[src/ldt_defines.vh]
`ifndef LDT_DEFINES_VH
`define LDT_DEFINES_VH
// Frame layout
`define LDT_FRM_RW 15
`define LDT_FRM_ADDR_HI 14
`define LDT_FRM_ADDR_LO 9
`define LDT_FRM_PAR 8
// Register addresses (6-bit address field)
`define LDT_ADDR_CTRL 6'h06
`define LDT_ADDR_AFTER_RUN 6'h07
`define LDT_ADDR_WAKE 6'h08
// Control field positions
`define LDT_BIT_FUNC_HI 7
`define LDT_BIT_FUNC_LO 5
`define LDT_BIT_READBACK 4
`define LDT_BIT_ACTIVE 3
`define LDT_BIT_RANGE 2
`define LDT_BIT_RUN 1
`define LDT_BIT_FLAG 0
// Reset values
`define LDT_RST_FUNC 3'h0
`define LDT_RST_BYTE 8'h00
// Function codes
`define LDT_FN_FLAG 3'h0
`define LDT_FN_OFF 3'h1
`define LDT_FN_OFF_WAKE 3'h2
`define LDT_FN_WAKE 3'h3
`define LDT_FN_SILENT 3'h4
// Timing
`define LDT_CLK_MHZ 125
`define LDT_CAL_STEP_US 488
`define LDT_SEC_STEP_US 1000000
`define LDT_CAL_CYCLES (`LDT_CAL_STEP_US * `LDT_CLK_MHZ)
`define LDT_SEC_CYCLES (`LDT_SEC_STEP_US * `LDT_CLK_MHZ)
`endif

[src/ldt_tick_gen.v]
`include "ldt_defines.vh"
`default_nettype none
// Step tick divider: one-cycle pulse every calLen or secLen cycles
module ldt_tick_gen #(
  parameter CAL_LEN = `LDT_CAL_CYCLES,
  parameter SEC_LEN = `LDT_SEC_CYCLES
) (
  input wire clk_sys,
  input wire rst,
  input wire run,
  input wire rangeSec,
  output reg tick
);
  reg [31:0] cnt_ff;
  wire [31:0] lastCount;

  // Range picks the step length
  assign lastCount = rangeSec ? SEC_LEN - 1 : CAL_LEN - 1;

  // Divider holds at zero while stopped so each start gives full step
  always @(posedge clk_sys or posedge rst) begin
    if (rst) begin
      cnt_ff <= 32'h0;
      tick <= 1'b0;
    end else if (!run) begin
      cnt_ff <= 32'h0;
      tick <= 1'b0;
    end else if (cnt_ff >= lastCount) begin
      cnt_ff <= 32'h0;
      tick <= 1'b1;
    end else begin
      cnt_ff <= cnt_ff + 32'h1;
      tick <= 1'b0;
    end
  end
endmodule
`default_nettype wire

[src/ldt_long_timer.v]
`include "ldt_defines.vh"
`default_nettype none
module ldt_long_timer #(
  parameter CNT_W = 24,
  parameter CAL_LEN = `LDT_CAL_CYCLES,
  parameter SEC_LEN = `LDT_SEC_CYCLES
) (
  input wire clk_sys,
  input wire rst,
  input wire frameValid,
  input wire [15:0] frameIn,
  input wire inLowPowerOff,
  output reg [15:0] readData,
  output reg readValid,
  output reg parityErr,
  output reg timerIrq,
  output reg enterLowPowerOff,
  output reg wakeUp
);
  reg [2:0] func_ff;
  reg readback_ff;
  reg range_ff;
  reg run_ff;
  reg flag_ff;
  reg [CNT_W-1:0] afterRun_ff;
  reg [CNT_W-1:0] wakeVal_ff;
  reg [CNT_W-1:0] count_ff;
  reg afterDone_ff;
  wire tick;
  wire isWrite;
  wire [5:0] addr;
  wire [7:0] data;
  wire parityOk;
  wire active;
  wire countNow;
  wire [CNT_W-1:0] countInc;
  wire [CNT_W-1:0] wakeView;
  wire hitAfter;
  wire hitWake;

  // Odd parity over the whole frame including the parity bit
  function oddParity;
    input [15:0] f;
    begin
      oddParity = ^f;
    end
  endfunction

  // Byte lane insert for the wide value registers (index 0..2)
  function [CNT_W-1:0] putByte;
    input [CNT_W-1:0] old;
    input [7:0] b;
    input [1:0] lane;
    reg [CNT_W+7:0] tmp;
    begin
      tmp = {8'h00, old};
      tmp[lane*8 +: 8] = b;
      putByte = tmp[CNT_W-1:0];
    end
  endfunction

  // Frame decode
  assign isWrite = frameIn[`LDT_FRM_RW];
  assign addr = frameIn[`LDT_FRM_ADDR_HI:`LDT_FRM_ADDR_LO];
  assign data = frameIn[7:0];
  assign parityOk = oddParity(frameIn);

  ldt_tick_gen #(
    .CAL_LEN(CAL_LEN),
    .SEC_LEN(SEC_LEN)
  ) uTick (
    .clk_sys(clk_sys),
    .rst(rst),
    .run(countNow),
    .rangeSec(range_ff),
    .tick(tick)
  );

  // Counting gate per function; unused codes never count
  assign countNow = run_ff && (
    (func_ff == `LDT_FN_FLAG && !inLowPowerOff && !afterDone_ff) ||
    (func_ff == `LDT_FN_OFF && !inLowPowerOff && !afterDone_ff) ||
    (func_ff == `LDT_FN_OFF_WAKE) ||
    ((func_ff == `LDT_FN_WAKE || func_ff == `LDT_FN_SILENT) && inLowPowerOff));
  assign active = countNow;
  assign countInc = count_ff + {{(CNT_W-1){1'b0}}, 1'b1};
  assign hitAfter = tick && countInc == afterRun_ff;
  assign hitWake = tick && countInc == wakeVal_ff;
  // Readback view of the wake register
  assign wakeView = readback_ff ? count_ff : wakeVal_ff;

  // Register writes, counting and events
  always @(posedge clk_sys or posedge rst) begin
    if (rst) begin
      func_ff <= `LDT_RST_FUNC;
      readback_ff <= 1'b0;
      range_ff <= 1'b0;
      run_ff <= 1'b0;
      flag_ff <= 1'b0;
      afterRun_ff <= {CNT_W{1'b0}};
      wakeVal_ff <= {CNT_W{1'b0}};
      count_ff <= {CNT_W{1'b0}};
      afterDone_ff <= 1'b0;
      timerIrq <= 1'b0;
      enterLowPowerOff <= 1'b0;
      wakeUp <= 1'b0;
      parityErr <= 1'b0;
    end else begin
      timerIrq <= 1'b0;
      enterLowPowerOff <= 1'b0;
      wakeUp <= 1'b0;
      parityErr <= frameValid && isWrite && !parityOk;
      // Read of control clears flag; a same-cycle hit below wins
      if (frameValid && !isWrite && addr == `LDT_ADDR_CTRL)
        flag_ff <= 1'b0;
      if (frameValid && isWrite && parityOk) begin
        case (addr)
          `LDT_ADDR_CTRL: begin
            func_ff <= data[`LDT_BIT_FUNC_HI:`LDT_BIT_FUNC_LO];
            readback_ff <= data[`LDT_BIT_READBACK];
            range_ff <= data[`LDT_BIT_RANGE];
            run_ff <= data[`LDT_BIT_RUN];
            // Fresh start restarts count and after-run phase
            if (data[`LDT_BIT_RUN] && !run_ff) begin
              count_ff <= {CNT_W{1'b0}};
              afterDone_ff <= 1'b0;
            end
          end
          `LDT_ADDR_AFTER_RUN: afterRun_ff <= putByte(afterRun_ff, data, 2'd0);
          `LDT_ADDR_AFTER_RUN + 6'h01: afterRun_ff <= putByte(afterRun_ff, data, 2'd1);
          `LDT_ADDR_AFTER_RUN + 6'h02: afterRun_ff <= putByte(afterRun_ff, data, 2'd2);
          `LDT_ADDR_WAKE + 6'h02: wakeVal_ff <= putByte(wakeVal_ff, data, 2'd0);
          `LDT_ADDR_WAKE + 6'h03: wakeVal_ff <= putByte(wakeVal_ff, data, 2'd1);
          `LDT_ADDR_WAKE + 6'h04: wakeVal_ff <= putByte(wakeVal_ff, data, 2'd2);
          default: ;
        endcase
      end else if (tick) begin
        count_ff <= countInc;
        // Count mirrored into wake register in silent mode
        if (func_ff == `LDT_FN_SILENT)
          wakeVal_ff <= countInc;
        case (func_ff)
          `LDT_FN_FLAG: if (hitAfter) begin
            flag_ff <= 1'b1;
            timerIrq <= 1'b1;
            afterDone_ff <= 1'b1;
          end
          `LDT_FN_OFF: if (hitAfter) begin
            enterLowPowerOff <= 1'b1;
            afterDone_ff <= 1'b1;
          end
          `LDT_FN_OFF_WAKE: begin
            if (!afterDone_ff && hitAfter) begin
              enterLowPowerOff <= 1'b1;
              afterDone_ff <= 1'b1;
            end else if (afterDone_ff && hitWake) begin
              wakeUp <= 1'b1;
              run_ff <= 1'b0;
            end
          end
          `LDT_FN_WAKE: if (hitWake) begin
            wakeUp <= 1'b1;
            run_ff <= 1'b0;
          end
          default: ;
        endcase
      end
    end
  end

  // Read answer: one cycle after a read frame; unmapped reads zero
  always @(posedge clk_sys or posedge rst) begin
    if (rst) begin
      readData <= 16'h0000;
      readValid <= 1'b0;
    end else begin
      readValid <= frameValid && !isWrite;
      if (frameValid && !isWrite) begin
        case (addr)
          `LDT_ADDR_CTRL: readData <= {8'h00, func_ff, readback_ff, active, range_ff, run_ff, flag_ff};
          `LDT_ADDR_AFTER_RUN: readData <= {8'h00, afterRun_ff[7:0]};
          `LDT_ADDR_AFTER_RUN + 6'h01: readData <= {8'h00, afterRun_ff[15:8]};
          `LDT_ADDR_AFTER_RUN + 6'h02: readData <= {8'h00, afterRun_ff[CNT_W-1:16]};
          `LDT_ADDR_WAKE + 6'h02: readData <= {8'h00, wakeView[7:0]};
          `LDT_ADDR_WAKE + 6'h03: readData <= {8'h00, wakeView[15:8]};
          `LDT_ADDR_WAKE + 6'h04: readData <= {8'h00, wakeView[CNT_W-1:16]};
          default: readData <= 16'h0000;
        endcase
      end
    end
  end
endmodule
`default_nettype wire

[config.mk]
export PLATFORM = sky130hd
export DESIGN_NAME = ldt_long_timer
export DESIGN_NICKNAME = d
export VERILOG_FILES = /design/src/ldt_tick_gen.v /design/src/ldt_long_timer.v
export VERILOG_INCLUDE_DIRS = /design/src /design/src/src
export SDC_FILE = /design/constraint.sdc
export NUM_CORES = 1
export LEC_CHECK = 0
export ABC_AREA = 1
export ABC_CLOCK_PERIOD_IN_PS = 6400
export BUFFER_PORTS_ARGS = -buffer_cell sky130_fd_sc_hd__buf_2
export CELL_PAD_IN_SITES_DETAIL_PLACEMENT = 0
export CELL_PAD_IN_SITES_GLOBAL_PLACEMENT = 1
export CORE_MARGIN = 2
export CORE_UTILIZATION = 45
export DETAILED_ROUTE_END_ITERATION = 8
export PLACE_DENSITY_LB_ADDON = 0.2
export SETUP_SLACK_MARGIN = 0.1
export SLEW_MARGIN = 10
export SYNTH_ARGS = -nofsm -noshare
export SYNTH_HDL_FRONTEND = slang
export SYNTH_SLANG_ARGS = --single-unit
[constraint.sdc]
create_clock -name clk_sys -period 6.4 [get_ports clk_sys]
set_input_delay 0 -clock clk_sys [delete_from_list [all_inputs] [get_ports clk_sys]]
set_output_delay 0 -clock clk_sys [all_outputs]
set_load 0.03 [all_outputs]
==> impl_metrics.ini, run 1 <==
[finish]
area_growth_syn_to_layout_pct = 11.5
drive_above_1_share_pct = 8.84
nets = 1363
diodes = 0
final_area_mm2 = 0.00977

[synthesis]
netlist_area_mm2 = 0.00876
syn_inst = 1287
post_synth_num_cell_types = 49
ys_seq_area_share_pct = 36.0
synth_area_per_cell_um2 = 6.81
synth_seq_cells = 126
yosys_warnings = 0

[timing]
drv_slew = 0
hold_violations = 0
timing.fmax_mhz = 299
holdWs_ns = 0.0568
fin_tns_setup_ns = 0
period_minus_slack_ns = 3.34
tightest_slew_ns = 1.04
rsz0062_at_grt = no
relSlewSlack_pct = 30.7
report.final.setup_viol = 0
fin_skew_ns = 0.0105
period_share_pct = 52.2
setup_slack_ns = 3.06

[routing]
via_per_inst = 5.36
num_vias = 8583
drtIter0Drc = 677
drc = 0
final_antenna_net_count = 0
wirelength_um = 29600
dr.pass1.iters = 7
wl_per_cell_um = 18.5
routed-wl-met2_um = 13700
m1WireLength_um = 12400
dr.max_layer_used = met4
wl_met3_um = 1970

[global_routing]
grt_pass1_wl_um = 45200
grt_pass1_vias = 8000
grt_overflow_total = 0
grt_max_degree = 87
antenna_found_initial = 0
grtUsageTotal_pct = 29.7

[critical_path]
cp_max_fo = 31
crit_top_cell = nand2_1
cp-end-kind = flop
crit_path_start_kind = input port
cp_num_buf_inv = 3
arrival_ns = 3.68
required_ns = 6.74
crit_slowest_cell = nand2_1
crit_chain = dlygate4sd3_1 > buf_2 > xnor2_1 > xnor2_1 > nand2_1 > nand2_1 > nand2_1 > nand2_2 > nand2_2 > nand2_1 > nand2_1 > buf_4 > nor2_1 > a21oi_1
slowest_delay_ns = 0.77
cp_top_family = simple AND/OR/NAND/NOR gates
path_class = input port to flop

[pwr]
finalPower_mw = 2.36
leakagePower_nw = 4.76
power_per_cell_area_mw_per_mm2 = 241
ir_drop_mv = 0.212

[clock_tree]
cts_buffers = 17
clk_latency_ns = 0.43
cts_tree = done
htreeDepth = 4
clkTransAtPathRegs_ns = 0.06
root_buffer = clkbuf_16
cts_buffer_depth = 2
cts_resized = 0
cts_sinks = 126
postCtsSetupBuffers = 0

[run]
cap_violations = 0

[place]
place_ws_ns = 2.84
io_buffers = 32
hpwl_um = 22500
placed_area_mm2 = 0.00909
gp_congestion = 0.951

[floorplan]
num_io_pins = 41
start_util_pct = 45.5
die_width_um = 144
core_mm2 = 0.0193
fp-row-count = 51
dieArea_mm2 = 0.0206
fp.dieH_um = 144

[status]
outcome = finished clean

[worst_hold_path]
hold_path_class = input port to flop
==> worst paths after layout <==
| check | start | endpoint | slack (ns) | cells after the start |
|---|---|---|---|---|
| worst max register to register | range_ff$_DFFE_PP0P_ | uTick.cnt_ff[5]$_DFF_PP0_ | 3.13 | 9 |
| worst min-delay path | inLowPowerOff | uTick.tick$_DFF_PP0_ | 0.06 | 5 |
| min in group asynchronous | rst | uTick.cnt_ff[8]$_DFF_PP0_ | 0.26 | 3 |
| worst min register to register | uTick.cnt_ff[0]$_DFF_PP0_ | uTick.cnt_ff[0]$_DFF_PP0_ | 0.46 | 1 |
| worst max-delay path | frameIn[1] | count_ff[9]$_DFFE_PP0P_ | 3.06 | 14 |
| max in group asynchronous | rst | count_ff[0]$_DFFE_PP0P_ | 5.11 | 4 |
==> state kept, by name (all words and copies together) (netlist names), 3 cells and up <==
name and count:
func_ff 3, afterRun_ff 24, count_ff 24, uTick.cnt_ff 32, wakeVal_ff 24, readData 8
==> cells in the mapped netlist, drive strengths merged <==
library cell | count | area, um2
clkinv | 2 | 7.51
ha | 20 | 250
nor3 | 11 | 60.1
o221ai | 7 | 61.3
nor3b | 7 | 52.6
and2 | 2 | 12.5
inv | 155 | 582
nand2 | 411 | 1630
nor4 | 3 | 25.0
a21boi | 1 | 7.51
nand3b | 4 | 30.0
a31oi | 3 | 18.8
nand4 | 22 | 138
o21ai | 114 | 586
o2111ai | 3 | 26.3
dfrtp | 126 | 3150
conb | 1 | 3.75
a22oi | 5 | 37.5
buf | 26 | 204
a211oi | 1 | 7.51
o22ai | 11 | 68.8
a221oi | 1 | 8.76
nor2 | 163 | 702
a21o | 1 | 7.51
o21a | 1 | 7.51
xnor2 | 10 | 87.6
o211ai | 7 | 52.6
xor2 | 16 | 140
o41ai | 1 | 8.76
nand3 | 99 | 533
clkbuf | 7 | 26.3
a21oi | 45 | 225
o21bai | 1 | 7.51
==> report_power, final <==
part | switching (mW) | total (mW) | internal [mW]
clock | 0.395 | 1.07 | 0.675
combinational | 0.271 | 0.385 | 0.114
sequential | 0.0604 | 0.904 | 0.844
==> cell type report <==
cell class | count | area, um2
fillers | 2004 | 9500
multi-input cells | 982 | 4830
flip-flops and latches | 126 | 3150
inverters | 157 | 594
clock buffers | 19 | 453
well taps | 265 | 332
repair buffers | 39 | 225
clock inverters | 12 | 184
==> cells in the final DEF (no fill, tap or decap), types with 10 or more instances in the layout <==
cell,n
nor2_2,11
nor3_1,10
nand4_1,22
xnor2_1,10
o21ai_0,81
o21ai_1,31
dfrtp_1,126
nand3_1,93
conb_1,12
a21oi_1,45
nand2_2,15
inv_1,150
o22ai_1,11
ha_1,20
nand2_1,390
nor2_1,146
clkbuf_16,17
xor2_1,16
buf_2,32
==> metrics by stage <==
stage	instances	utilization, %
finish	1600	50.7
global route	1600	50.7
CTS	1600	50.7
detailed placement	1564	47.1
global placement	1564	47.1
floorplan	1298	-
==> kinds of logic after synthesis <==
logic type	after synthesis	share of synthesized area (%)
adders and majority gates	20	2.86
xor gates and xnor gates	26	2.60
buffers and inverters	190	9.35
DFF	126	36.0
AOI/OAI and AO/OA	202	12.9
and+or+nand+nor	722	36.3
other	1	0.0428
==> routing by layer <==
| layer | GRT usage (%) | vias up |
|---|---|---|
| met5 | 0 | - |
| met4 | 15.6 | 0 |
| met3 | 6.20 | 80 |
| met2 | 47.9 | 283 |
| met1 | 37.5 | 4007 |
| li1 | - | 4213 |
==> tightest hold or removal path: cells and delay by family <==
kind / cells / cell delay [ns]
buffers and inverters: 1 / 0.11
AND/OR/NAND/NOR: 2 / 0.20
AO/OA/AOI/OAI: 2 / 0.13
==> what timing repair did <==
action | in CTS | in global routing
hold endpoints to repair | 89 | 0
endpoints found under the setup margin | 0 | 0
hold buffers | 5 | 0
No activity file was read; power rests on OpenSTA's default activity.
==> inputs of run 2 (changes only) <==
ABC_CLOCK_PERIOD_IN_PS = 3200   (was 6400)
clock period = 3.2 ns   (was 6.4 ns; I/O delays follow)
==> impl_metrics.ini, run 2 (synthesis results as in run 1) <==
[critical_path]
arrival_ns = 2.99
required_ns = 3.52
r2r_start = range_ff$_DFFE_PP0P_
critPathLaunch = range_ff$_DFFE_PP0P_
cp-end-kind = flop
path_class = flop to flop
cp_max_fo = 27
crit_path_start_kind = flop

[floorplan]
num_io_pins = 41
start_util_pct = 45.5
fp-row-count = 51
die_width_um = 144
core_mm2 = 0.0193
dieArea_mm2 = 0.0206
fp.dieH_um = 144

[finish]
layout_commonest_cell = nand2_1
layout_common_cells = nand2_1 (390), inv_1 (150), nor2_1 (146)
diodes = 0
nets = 1380
drive_above_1_share_pct = 9.91
fillCellCount = 1982
largest_reg_flops = 32
area_growth_syn_to_layout_pct = 13.1
regMostFlops = uTick.cnt_ff
stdcell_count = 1617
final_area_mm2 = 0.00992

[timing]
fin_tns_setup_ns = 0
period_minus_slack_ns = 2.68
report.final.setup_viol = 0
timing.fmax_mhz = 374
relSlewSlack_pct = 57.3
holdWs_ns = 0.0471
fin_skew_ns = 0.0104
rsz0062_at_grt = no
drv_slew = 0
hold_violations = 0
tightest_slew_ns = 0.639
period_share_pct = 83.7

[place]
io_buffers = 32
placed_cells = 1581
gp_congestion = 0.985
placed_area_mm2 = 0.00923
hpwl_um = 23200

[clock_tree]
clkTransAtPathRegs_ns = 0.06
root_buffer = clkbuf_16
cts_resized = 0
clk_latency_ns = 0.43
cts_sinks = 126
cts_buffers = 17
cts_tree = done
htreeDepth = 4
cts_buffer_depth = 2

[routing]
num_vias = 8688
dr.pass1.iters = 8
wirelength_um = 30200
drtIter0Drc = 757
wl_per_cell_um = 18.7
via_per_inst = 5.37
drc = 0
final_antenna_net_count = 0

[pwr]
leakagePower_nw = 4.84
power_per_cell_area_mw_per_mm2 = 480
finalPower_mw = 4.76
ir_drop_mv = 0.348

[run]
cap_violations = 0

[global_routing]
grtUsageTotal_pct = 30.4
grt_overflow_total = 0
grt_max_degree = 48
grt_pass1_vias = 8028
antenna_found_initial = 0
grt_pass1_wl_um = 46500

[worst_hold_path]
worstHoldStart = inLowPowerOff
hold_path_class = input port to flop

[status]
outcome = finished clean
## run 2: cell types whose count changed in the layout (fill, tap and decap cells not counted)
cell        previous run  this run
buf_12                 0         1
buf_4                  2        18
clkbuf_1               0         1
clkbuf_8               2         4
clkinv_4               2         0
clkinvlp_4             2         4
inv_6                  4         1
## run 2: path summary, 6_finish.rpt
kind                                              endpoint  cells after the start  slack [ns]
worst max-delay path            uTick.cnt_ff[25]$_DFF_PP0_                     14        0.52
worst min-delay path                  uTick.tick$_DFF_PP0_                      5        0.05
worst max register to register  uTick.cnt_ff[25]$_DFF_PP0_                     14        0.52
worst min register to register   uTick.cnt_ff[0]$_DFF_PP0_                      1        0.46
max in group asynchronous       wakeVal_ff[23]$_DFFE_PP0P_                      4        2.11
min in group asynchronous          count_ff[5]$_DFFE_PP0P_                      3        0.20
## run 2: through the flow
stage / setup WS, ns / utilization [%]
4_1_cts: 0.441 / 51.5
3_3_place_gp: 0.499 / 47.9
6_report: 0.523 / 51.5
3_5_place_dp: 0.473 / 47.9
2_1_floorplan: 0.853 / -
5_1_grt: 0.274 / 51.5
## run 2: report_power, final
part | leakage (nW) | internal, mW | switching (mW)
sequential | 1.62 | 1.69 | 0.119
clock | 0.305 | 1.38 | 0.772
combinational | 2.92 | 0.244 | 0.556
total | 4.84 | 3.32 | 1.45
## run 2: worst max-delay path, cell delays in order, from the launching register on
cell,delay [ns]
dfrtp_1,0.50
inv_1,0.33
ha_1,0.41
nand2_1,0.05
nor2_1,0.08
o21ai_0,0.08
o211ai_1,0.09
nand2_1,0.07
o211ai_1,0.14
nand4_1,0.17
nand3b_1,0.14
buf_4,0.29
inv_1,0.09
o21ai_0,0.08
nor2_1,0.05
## run 2: final cells by class
class                           instances  area, um2  share of cell area, %
Timing Repair Buffer                   56        365                   3.68
Multi-Input combinational cell        982       4830                   48.7
Clock buffer                           22        484                   4.88
Clock inverter                          9        156                   1.58
Tap cell                              265        332                   3.34
Sequential cell                       126       3150                   31.8
Inverter                              157        593                   5.98
## run 2: metal layers
metal	routed length, um	GRT usage [%]	up-vias
met2	14100	48.9	305
li1	-	-	4278
met5	0	0	-
met3	1890	4.93	69
met4	1360	14.1	0
met1	12800	40.2	4036
## run 2: timing repair
item | CTS | global route
hold buffers | 5 | 0
endpoints found under the hold margin | 30 | 0
buffers inserted | 0 | 0
endpoints found under the setup margin | 0 | 0
